File: config.mk
export PLATFORM = sky130hd
export DESIGN_NAME = timer_channel_mode_config
export DESIGN_NICKNAME = d
export VERILOG_FILES = /design/src/inc/timer_channel_pkg.sv /design/src/timer_channel_mode_config.sv
export SDC_FILE = /design/constraint.sdc
export NUM_CORES = 1
export LEC_CHECK = 0
export ABC_CLOCK_PERIOD_IN_PS = 3500
export BUFFER_PORTS_ARGS = -buffer_cell sky130_fd_sc_hd__buf_2
export CAP_MARGIN = 20
export CORE_MARGIN = 2
export CORE_UTILIZATION = 30
export CTS_BUF_LIST = sky130_fd_sc_hd__clkbuf_16
export DETAILED_ROUTE_END_ITERATION = 12
export RECOVER_POWER = 50
export REMOVE_ABC_BUFFERS = 1
export SLEW_MARGIN = 20
export SYNTH_ARGS = -nofsm -noshare
export SYNTH_HDL_FRONTEND = slang
export SYNTH_SLANG_ARGS = --single-unit
File: constraint.sdc
create_clock -name clk_i -period 3.5 [get_ports clk_i]
set_clock_uncertainty 0.2 [all_clocks]
set_input_delay 0 -clock clk_i [delete_from_list [all_inputs] [get_ports clk_i]]
set_output_delay 0 -clock clk_i [all_outputs]
set_load 0.005 [all_outputs]
File: src/inc/timer_channel_pkg.sv
// Shared constants and types for the timer channel
package timer_channel_pkg;
  localparam logic [7:0] OFS_CTRL = 8'h00;
  localparam logic [7:0] OFS_MODE = 8'h04;
  localparam logic [7:0] OFS_COUNT = 8'h10;
  localparam logic [7:0] OFS_MATCH_A = 8'h14;
  localparam logic [7:0] OFS_MATCH_B = 8'h18;
  localparam logic [7:0] OFS_PERIOD = 8'h1C;
  localparam logic [7:0] OFS_STATUS = 8'h20;
  localparam logic [31:0] MODE_RESET = 32'h0000_0000;
  localparam logic [15:0] COUNT_RESET = 16'h0000;
  localparam logic [15:0] COUNT_MAX = 16'hFFFF;
  // Control register command bits
  localparam int CTRL_ENABLE = 0;
  localparam int CTRL_DISABLE = 1;
  localparam int CTRL_SWTRIG = 2;
  // Mode register fields (shared positions between the two modes)
  localparam int F_SRC_LO = 0;
  localparam int F_INVERT = 3;
  localparam int F_GATE_LO = 4;
  localparam int F_STOP = 6;
  localparam int F_DISABLE = 7;
  localparam int F_EDGE_LO = 8;
  localparam int F_TRIG_PIN = 10;
  localparam int F_EVT_SRC_LO = 10;
  localparam int F_EVT_RESTART = 12;
  localparam int F_PERIOD_RESTART = 14;
  localparam int F_WAVE = 15;
  localparam int F_LOAD_A_LO = 16;
  localparam int F_LOAD_B_LO = 18;
  localparam int F_MATCH_A_EFF_LO = 16;
  localparam int F_PERIOD_EFF_LO = 18;
  localparam int F_EVT_EFF_LO = 20;
  localparam int F_SW_EFF_LO = 22;
  // Prescaler bit whose level is the divided main clock
  localparam int PRESC_W = 10;
  localparam int DIV2_BIT = 0;
  localparam int DIV8_BIT = 2;
  localparam int DIV32_BIT = 4;
  localparam int DIV128_BIT = 6;
  localparam int DIV1024_BIT = 9;
  // Status bits
  localparam int ST_OVERFLOW = 0;
  localparam int ST_MATCH_A = 2;
  localparam int ST_PERIOD = 4;
  localparam int ST_LOAD_A = 5;
  localparam int ST_LOAD_B = 6;
  localparam int ST_TRIG = 7;
  localparam int ST_CLK_ON = 16;
  localparam int ST_IO_A = 17;
  localparam int ST_IO_B = 18;
  localparam logic [1:0] EFF_NONE = 2'h0;
  localparam logic [1:0] EFF_SET = 2'h1;
  localparam logic [1:0] EFF_CLEAR = 2'h2;
  localparam logic [1:0] EFF_TOGGLE = 2'h3;
  typedef struct packed {
    logic out;
    logic oe;
  } pin_drive_s;
endpackage

File: src/timer_channel_mode_config.sv
// One 16-bit timer channel with mode register, capture and waveform logic
//
// How it works
// [RULE1] Source code picks divided main clock or line
// [RULE2] Invert bit selects falling edge counting
// [RULE3] Gate field ANDs clock with external line
// [RULE4] Capture: loading B stops counter clock
// [RULE5] Capture: loading B disables counter clock
// [RULE6] Trigger edge: none, rising, falling, both
// [RULE7] Trigger pin: io B or io A
// [RULE8] Period match restarts counter if enabled
// [RULE9] Mode bit picks capture or waveform
// [RULE10] Edge of io A loads match A
// [RULE11] Edge of io A loads match B
// [RULE12] Waveform: period match stops clock
// [RULE13] Waveform: period match disables clock
// [RULE14] Event edge: none, rising, falling, either
// [RULE15] Event source zero makes io B input
// [RULE16] Event restarts counter when enabled
// [RULE17] Match A sets, clears or toggles io A
// [RULE18] Output priority: software, event, period, match
//
// The Wishbone slave port is this design's own decision.
`timescale 1ns/1ps
module timer_channel_mode_config (
  input wire logic clk_i,
  input wire logic rst_i,
  input wire logic cyc_i,
  input wire logic stb_i,
  input wire logic we_i,
  input wire logic [7:0] adr_i,
  input wire logic [3:0] sel_i,
  input wire logic [31:0] dat_i,
  output logic [31:0] dat_o,
  output logic ack_o,
  input wire logic [2:0] ext_clock_line_i,
  input wire logic timer_io_a_i,
  output timer_channel_pkg::pin_drive_s timer_io_a_o,
  input wire logic timer_io_b_i,
  output timer_channel_pkg::pin_drive_s timer_io_b_o
);
  logic ack_ff;
  logic [31:0] rdata_ff;
  logic [31:0] mode_ff;
  logic [15:0] cnt_ff;
  logic [15:0] match_a_ff;
  logic [15:0] match_b_ff;
  logic [15:0] period_ff;
  logic [7:0] sticky_ff;
  logic [timer_channel_pkg::PRESC_W-1:0] presc_ff;
  logic gated_ff;
  logic io_a_ff;
  logic trig_pin_ff;
  logic evt_ff;
  logic en_ff;
  logic stop_ff;
  logic cnt_chg_ff;
  logic io_a_out_ff;

  function automatic logic edge_hit(input logic [1:0] sel, input logic now, input logic was);
    edge_hit = (sel[0] & now & ~was) | (sel[1] & ~now & was);
  endfunction

  function automatic logic [31:0] merge(input logic [31:0] old, input logic [31:0] nw,
                                        input logic [3:0] be);
    merge = old;
    for (int i = 0; i < 4; i++) begin
      if (be[i]) begin
        merge[i*8 +: 8] = nw[i*8 +: 8];
      end
    end
  endfunction

  function automatic logic apply_eff(input logic [1:0] eff, input logic cur);
    case (eff)
      timer_channel_pkg::EFF_SET: apply_eff = 1'b1;
      timer_channel_pkg::EFF_CLEAR: apply_eff = 1'b0;
      timer_channel_pkg::EFF_TOGGLE: apply_eff = ~cur;
      default: apply_eff = cur;
    endcase
  endfunction

  // Mode fields
  logic wave;
  logic [2:0] src_sel;
  logic [1:0] gate_sel;
  logic [1:0] edge_sel;
  logic [1:0] evt_src;
  assign wave = mode_ff[timer_channel_pkg::F_WAVE]; // RULE9
  assign src_sel = mode_ff[timer_channel_pkg::F_SRC_LO +: 3];
  assign gate_sel = mode_ff[timer_channel_pkg::F_GATE_LO +: 2];
  assign edge_sel = mode_ff[timer_channel_pkg::F_EDGE_LO +: 2];
  assign evt_src = mode_ff[timer_channel_pkg::F_EVT_SRC_LO +: 2];

  // Bus decode; a write acts at the ack edge, a status read clears where its data is taken
  logic bus_act;
  logic wr;
  logic rd_status;
  logic sw_trig;
  assign bus_act = cyc_i & stb_i & ack_ff;
  assign wr = bus_act & we_i;
  assign rd_status = cyc_i & stb_i & ~ack_ff & ~we_i & (adr_i == timer_channel_pkg::OFS_STATUS);
  assign sw_trig = wr & (adr_i == timer_channel_pkg::OFS_CTRL) & sel_i[0]
                   & dat_i[timer_channel_pkg::CTRL_SWTRIG];
  assign ack_o = ack_ff;
  assign dat_o = rdata_ff;

  // Count clock: selected level, gated, then edge-detected at main clock
  logic sel_lvl;
  logic gated_lvl;
  logic tick;
  logic running;
  always_comb begin
    case (src_sel) // RULE1
      3'h0: sel_lvl = presc_ff[timer_channel_pkg::DIV2_BIT];
      3'h1: sel_lvl = presc_ff[timer_channel_pkg::DIV8_BIT];
      3'h2: sel_lvl = presc_ff[timer_channel_pkg::DIV32_BIT];
      3'h3: sel_lvl = presc_ff[timer_channel_pkg::DIV128_BIT];
      3'h4: sel_lvl = presc_ff[timer_channel_pkg::DIV1024_BIT];
      3'h5: sel_lvl = ext_clock_line_i[0];
      3'h6: sel_lvl = ext_clock_line_i[1];
      default: sel_lvl = ext_clock_line_i[2];
    endcase
  end
  // RULE3
  assign gated_lvl = (gate_sel == 2'h0) ? sel_lvl : (sel_lvl & ext_clock_line_i[gate_sel - 2'h1]);
  assign tick = mode_ff[timer_channel_pkg::F_INVERT] ? (~gated_lvl & gated_ff) // RULE2
                                                     : (gated_lvl & ~gated_ff);
  assign running = en_ff & ~stop_ff;

  // Capture-side events
  logic trig_lvl;
  logic load_a;
  logic load_b;
  logic ext_trig;
  assign trig_lvl = mode_ff[timer_channel_pkg::F_TRIG_PIN] ? timer_io_a_i : timer_io_b_i; // RULE7
  assign load_a = ~wave & edge_hit(mode_ff[timer_channel_pkg::F_LOAD_A_LO +: 2],
                                   timer_io_a_i, io_a_ff); // RULE10
  assign load_b = ~wave & edge_hit(mode_ff[timer_channel_pkg::F_LOAD_B_LO +: 2],
                                   timer_io_a_i, io_a_ff); // RULE11
  assign ext_trig = ~wave & edge_hit(edge_sel, trig_lvl, trig_pin_ff); // RULE6

  // Waveform-side events, plus the period match eq_c that also fires in capture mode
  logic evt_lvl;
  logic ext_evt;
  logic eq_a;
  logic eq_c;
  assign evt_lvl = (evt_src == 2'h0) ? timer_io_b_i : ext_clock_line_i[evt_src - 2'h1]; // RULE15
  assign ext_evt = wave & edge_hit(edge_sel, evt_lvl, evt_ff); // RULE14
  assign eq_a = wave & cnt_chg_ff & (cnt_ff == match_a_ff);
  assign eq_c = cnt_chg_ff & (cnt_ff == period_ff);

  logic restart;
  logic stop_ev;
  logic dis_ev;
  assign restart = sw_trig | ext_trig
                   | (ext_evt & mode_ff[timer_channel_pkg::F_EVT_RESTART]) // RULE16
                   | (eq_c & mode_ff[timer_channel_pkg::F_PERIOD_RESTART]); // RULE8
  assign stop_ev = (load_b & mode_ff[timer_channel_pkg::F_STOP]) // RULE4
                   | (wave & eq_c & mode_ff[timer_channel_pkg::F_STOP]); // RULE12
  assign dis_ev = (load_b & mode_ff[timer_channel_pkg::F_DISABLE]) // RULE5
                  | (wave & eq_c & mode_ff[timer_channel_pkg::F_DISABLE]); // RULE13

  always_ff @(posedge clk_i) begin
    if (rst_i) begin
      ack_ff <= 1'b0;
      rdata_ff <= 32'h0000_0000;
    end else begin
      ack_ff <= cyc_i & stb_i & ~ack_ff;
      rdata_ff <= 32'h0000_0000;
      if (cyc_i & stb_i & ~ack_ff & ~we_i) begin
        case (adr_i)
          timer_channel_pkg::OFS_MODE: rdata_ff <= mode_ff;
          timer_channel_pkg::OFS_COUNT: rdata_ff <= {16'h0000, cnt_ff};
          timer_channel_pkg::OFS_MATCH_A: rdata_ff <= {16'h0000, match_a_ff};
          timer_channel_pkg::OFS_MATCH_B: rdata_ff <= {16'h0000, match_b_ff};
          timer_channel_pkg::OFS_PERIOD: rdata_ff <= {16'h0000, period_ff};
          timer_channel_pkg::OFS_STATUS: begin
            rdata_ff <= {24'h00_0000, sticky_ff};
            rdata_ff[timer_channel_pkg::ST_CLK_ON] <= running;
            rdata_ff[timer_channel_pkg::ST_IO_A] <= timer_io_a_o.out;
            rdata_ff[timer_channel_pkg::ST_IO_B] <= timer_io_b_i;
          end
          default: rdata_ff <= 32'h0000_0000;
        endcase
      end
    end
  end

  always_ff @(posedge clk_i) begin
    if (rst_i) begin
      mode_ff <= timer_channel_pkg::MODE_RESET;
      period_ff <= timer_channel_pkg::COUNT_RESET;
    end else if (wr & (adr_i == timer_channel_pkg::OFS_MODE)) begin
      mode_ff <= merge(mode_ff, dat_i, sel_i);
    end else if (wr & (adr_i == timer_channel_pkg::OFS_PERIOD)) begin
      period_ff <= 16'(merge({16'h0000, period_ff}, dat_i, sel_i));
    end
  end

  // Match A and B are captured in capture mode, writable only in waveform mode
  always_ff @(posedge clk_i) begin
    if (rst_i) begin
      match_a_ff <= timer_channel_pkg::COUNT_RESET;
      match_b_ff <= timer_channel_pkg::COUNT_RESET;
    end else begin
      if (load_a) begin
        match_a_ff <= cnt_ff; // RULE10
      end else if (wave & wr & (adr_i == timer_channel_pkg::OFS_MATCH_A)) begin
        match_a_ff <= 16'(merge({16'h0000, match_a_ff}, dat_i, sel_i));
      end
      if (load_b) begin
        match_b_ff <= cnt_ff; // RULE11
      end else if (wave & wr & (adr_i == timer_channel_pkg::OFS_MATCH_B)) begin
        match_b_ff <= 16'(merge({16'h0000, match_b_ff}, dat_i, sel_i));
      end
    end
  end

  always_ff @(posedge clk_i) begin
    if (rst_i) begin
      presc_ff <= '0;
      gated_ff <= 1'b0;
      io_a_ff <= 1'b0;
      trig_pin_ff <= 1'b0;
      evt_ff <= 1'b0;
    end else begin
      presc_ff <= presc_ff + 1'b1;
      gated_ff <= gated_lvl;
      io_a_ff <= timer_io_a_i;
      trig_pin_ff <= trig_lvl;
      evt_ff <= evt_lvl;
    end
  end

  // Disable beats enable when both arrive together
  always_ff @(posedge clk_i) begin
    if (rst_i) begin
      en_ff <= 1'b0;
      stop_ff <= 1'b0;
    end else begin
      if (dis_ev | (wr & (adr_i == timer_channel_pkg::OFS_CTRL) & sel_i[0]
                    & dat_i[timer_channel_pkg::CTRL_DISABLE])) begin
        en_ff <= 1'b0;
      end else if (wr & (adr_i == timer_channel_pkg::OFS_CTRL) & sel_i[0]
                   & dat_i[timer_channel_pkg::CTRL_ENABLE]) begin
        en_ff <= 1'b1;
      end
      if (stop_ev) begin
        stop_ff <= 1'b1;
      end else if (restart) begin
        stop_ff <= 1'b0;
      end
    end
  end

  always_ff @(posedge clk_i) begin
    if (rst_i) begin
      cnt_ff <= timer_channel_pkg::COUNT_RESET;
      cnt_chg_ff <= 1'b0;
    end else if (restart) begin
      cnt_ff <= timer_channel_pkg::COUNT_RESET;
      cnt_chg_ff <= 1'b1;
    end else begin
      cnt_chg_ff <= tick & running;
      if (tick & running) begin
        cnt_ff <= cnt_ff + 16'h0001;
      end
    end
  end

  // Status bits set on events, cleared by a read; a set in the read cycle wins
  logic [7:0] ev_vec;
  always_comb begin
    ev_vec = 8'h00;
    ev_vec[timer_channel_pkg::ST_OVERFLOW] = tick & running
                                             & (cnt_ff == timer_channel_pkg::COUNT_MAX);
    ev_vec[timer_channel_pkg::ST_MATCH_A] = eq_a;
    ev_vec[timer_channel_pkg::ST_PERIOD] = eq_c;
    ev_vec[timer_channel_pkg::ST_LOAD_A] = load_a;
    ev_vec[timer_channel_pkg::ST_LOAD_B] = load_b;
    ev_vec[timer_channel_pkg::ST_TRIG] = ext_trig | ext_evt;
  end
  always_ff @(posedge clk_i) begin
    if (rst_i) begin
      sticky_ff <= 8'h00;
    end else begin
      sticky_ff <= (sticky_ff & ~{8{rd_status}}) | ev_vec;
    end
  end

  // Highest-priority event with a non-null effect decides the io A level
  always_ff @(posedge clk_i) begin
    if (rst_i) begin
      io_a_out_ff <= 1'b0;
    end else if (wave) begin
      if (sw_trig & (|mode_ff[timer_channel_pkg::F_SW_EFF_LO +: 2])) begin // RULE18
        io_a_out_ff <= apply_eff(mode_ff[timer_channel_pkg::F_SW_EFF_LO +: 2], io_a_out_ff);
      end else if (ext_evt & (|mode_ff[timer_channel_pkg::F_EVT_EFF_LO +: 2])) begin
        io_a_out_ff <= apply_eff(mode_ff[timer_channel_pkg::F_EVT_EFF_LO +: 2], io_a_out_ff);
      end else if (eq_c & (|mode_ff[timer_channel_pkg::F_PERIOD_EFF_LO +: 2])) begin
        io_a_out_ff <= apply_eff(mode_ff[timer_channel_pkg::F_PERIOD_EFF_LO +: 2], io_a_out_ff);
      end else if (eq_a) begin // RULE17
        io_a_out_ff <= apply_eff(mode_ff[timer_channel_pkg::F_MATCH_A_EFF_LO +: 2], io_a_out_ff);
      end
    end
  end

  assign timer_io_a_o.out = io_a_out_ff;
  assign timer_io_a_o.oe = wave;
  // io B waveform effects are not built; it only drives low as an output
  assign timer_io_b_o.out = 1'b0;
  assign timer_io_b_o.oe = wave & (evt_src != 2'h0); // RULE15
endmodule

==> results.md <==
* Inst Count DP at 1,229
* Worst-case reg-to-reg path depth at 8
* Post-Layout Cell Count at 1,318
* Share of layout cells above drive strength 1 at 15.7%
* CTS clk-pin slew, worst paths at ~0.070 ns
* Final Util at 37.9%
* Total wire length at 22,800 um
* Final setup viols at 0
* Synth area leader: dfxtp_1
* P_leak at 3.77 nW
* Post-synth EDFFs at 0
* Clock buffer depth at 2
* Core ar. at around 25,000 um^2
* GRT Max-Usage Layer: met2
* CP startpoint kind: flip-flop
* VDD IR-drop max at 0.000220 V
* Layout Area Growth over Synthesis at 25.3%
* H-tree levels at 4
* Mapped Area at 7560 um^2
* # IOs at 91
* Post-synthesis register bit count at 155
* Max Fanout on Critical Path at 19
* Synthesis Warnings at 0
* Fin crit period at roughly 3.0 ns
* CTS Buf Count at 17
* # rows at 58
* Seq/Total Area, Yosys at 41.1%
* Hold WC Path Type: input port to flip-flop
* Share of the synthesized area in the top cell type at 41.1%
* Setup bufs post-CTS at 0
* Final TNS setup at 0 ns
* Chip height at approximately 160 um
* Layout Nets at 1,039
* Hold Fails Final Rpt at 0
* GRT overflow at 0
* Diodes inserted at 0
* WP data arrival at about 3.0 ns
* DRC errors left at 0
* Final ANT Viol Nets at 0
* Hold Startpoint: adr_i[5]
* Syn Area/Cell at between 8 and 9 um^2
* Commonest non-fill, non-tap cell in the layout: nor2_1
* Outcome: completed
* Slew HR at 3.36%
* Vias in the first global route at 6,334
* Drt first pass iters at 5
* Die Wd at 163 um
* CTS tree: yes
* DR WL/cell at 17.3 um
* DRT iter0 DRCs at 538
* Ys flop type: dfxtp_1
* Hold Crit Depth at 6
* Post-CTS Hold Buffers at 57
* Async SR Flop Fraction at 0%
* Worst Max-Slew Pin Slew at around 1.4 ns
* Total GRT Usage at 17.5%
* Endpoint class of the critical path: flip-flop
* RR Endpoint: match_a_ff[6]
* RSZ-0062 raised after global routing: no
* Post_cts resized at 0
* Met2 Track Usage GR at 27.7%
* Initial antenna violation count at 0
* Global-route wire length before repair at 35,600 um
* DPL Wire Length at 16,100 um
* Clock Sinks at 155
* Root buffer cell: clkbuf_16
* Clock latency on the worst-skew pair at 0.44 ns
* Via count at 6,602
* Leading cell types in the layout, fill and taps excluded: nor2_1, dfxtp_1, mux2i_1
* Top post-synthesis cells by area: dfxtp_1, mux2i_1, nor2_1
* Worst EP required at approximately 3.6 ns
* Final period utilization at between 80% and 90%
* Cell count after synthesis at 848
* Distinct cells, synth at 69
* Max Clock Freq at roughly 340 MHz
* Hold endpoint: io_a_out_ff
* Flop-to-flop setup slack at 0.54 ns
* Met3 usage at 3.90%
* Final hold slack at between 0.006 and 0.007 ns
* Port Buf Inserts at 89
* Max cap viols at 0
* Initial Utilization at 30.3%
* Die ar. at 26,500 um^2
* Fin. max-slew vios at 0
* Largest net degree at the start of global routing at 65
* Reg2reg start: mode_ff[15]
* Critical path class: flip-flop to flip-flop
* Vias per cell at 5.01
* Pwr/cell area at 418 nW/um^2
* M1 GR Usage at roughly a quarter
* GPL Wtd Cong at 0.894
-- critical path: stages, from the launching register on --
cell,delay (ns)
dfxtp_1,0.36
clkbuf_1,0.71
a21oi_2,0.03
clkbuf_2,0.49
a41oi_1,0.33
clkbuf_2,0.37
nor2_1,0.09
a21oi_1,0.13
nor2_1,0.05
-- per-layer routing --
metal	share of wire (%)	wire length, um
met1	47	10800
met2	46	10400
met3	5.0	1140
met4	2.1	482
met5	0	0
-- stage by stage --
step | total power [mW] | setup slack, ns | cell area, um^2
detailed placement | 1.96 | 0.669 | 8310
CTS | 3.98 | 0.649 | 9510
global placement | 1.96 | 0.715 | 8310
floorplan | 1.86 | 0.642 | 7280
global route | 4.07 | 0.331 | 9470
finish | 3.95 | 0.541 | 9470
-- where the power goes --
part / switching, mW / internal, mW
Clock: 0.845 / 1.15
Sequential: 0.00503 / 1.77
Combinational: 0.102 / 0.0826
-- synthesized netlist by cell type, types with 3 or more instances --
| cell | instances |
|---|---|
| nor2b_1 | 7 |
| nand3b_1 | 5 |
| clkbuf_1 | 33 |
| a221oi_1 | 8 |
| o2111ai_1 | 3 |
| and4_1 | 3 |
| and3_1 | 10 |
| and2_1 | 14 |
| buf_2 | 15 |
| nand2b_1 | 4 |
| a22o_1 | 7 |
| a21oi_1 | 49 |
| buf_4 | 5 |
| a21boi_0 | 3 |
| mux2i_1 | 93 |
| dfxtp_1 | 155 |
| xor2_1 | 25 |
| a31oi_1 | 3 |
| nand4_1 | 6 |
| nor4_1 | 6 |
| a211oi_1 | 21 |
| o21ai_0 | 10 |
| a22oi_1 | 12 |
| ha_1 | 10 |
| buf_1 | 5 |
| nor3_1 | 13 |
| inv_1 | 13 |
| and3b_1 | 3 |
| nor2_1 | 172 |
| xnor2_1 | 27 |
| mux2_2 | 10 |
| nand3_1 | 20 |
| nand2_1 | 30 |
| or2_2 | 3 |
-- state kept, by name, summed over array words and instances, names as in the netlist --
name and cells:
ack_o 1, cnt_chg_ff 1, cnt_ff 16, dat_o 32, en_ff 1, evt_ff 1
gated_ff 1, io_a_ff 1, io_a_out_ff 1, match_a_ff 16, match_b_ff 16, mode_ff 32
period_ff 16, presc_ff 10, sticky_ff 8, stop_ff 1, trig_pin_ff 1
-- cells by family after synthesis --
group	synth area share, %
AOI/OAI and AO/OA	12.4
buffers and inverters	4.37
other	0.0496
and+or+nand+nor	20.1
muxes	14.4
adders and majority gates	1.66
DFF	41.1
xor gates and xnor gates	6.03
-- final cells by class --
| cell class | instances | area [um^2] |
|---|---|---|
| inverters | 14 | 52.6 |
| clock buffers | 17 | 425 |
| flip-flops and latches | 155 | 3100 |
| clock inverters | 15 | 201 |
| multi-input cells | 619 | 4130 |
| fillers | 2549 | 15500 |
| repair buffers | 168 | 1150 |
| well taps | 330 | 413 |
-- how the worst max path moves through the flow --
| stage | start | endpoint | cells past startpoint | slack, ns |
|---|---|---|---|---|
| 5_1_grt | mode_ff[15] | match_a_ff[6] | 8 | 0.33 |
| 3_3_place_gp | mode_ff[4] | cnt_ff[12] | 8 | 0.71 |
| 6_report | mode_ff[15] | match_a_ff[6] | 8 | 0.54 |
| 3_5_place_dp | mode_ff[4] | cnt_ff[12] | 8 | 0.67 |
| 4_1_cts | mode_ff[4] | cnt_ff[12] | 8 | 0.65 |
| 2_1_floorplan | io_a_ff | match_a_ff[0] | 5 | 0.64 |
Note: power is estimated with default switching activity, not from simulation.
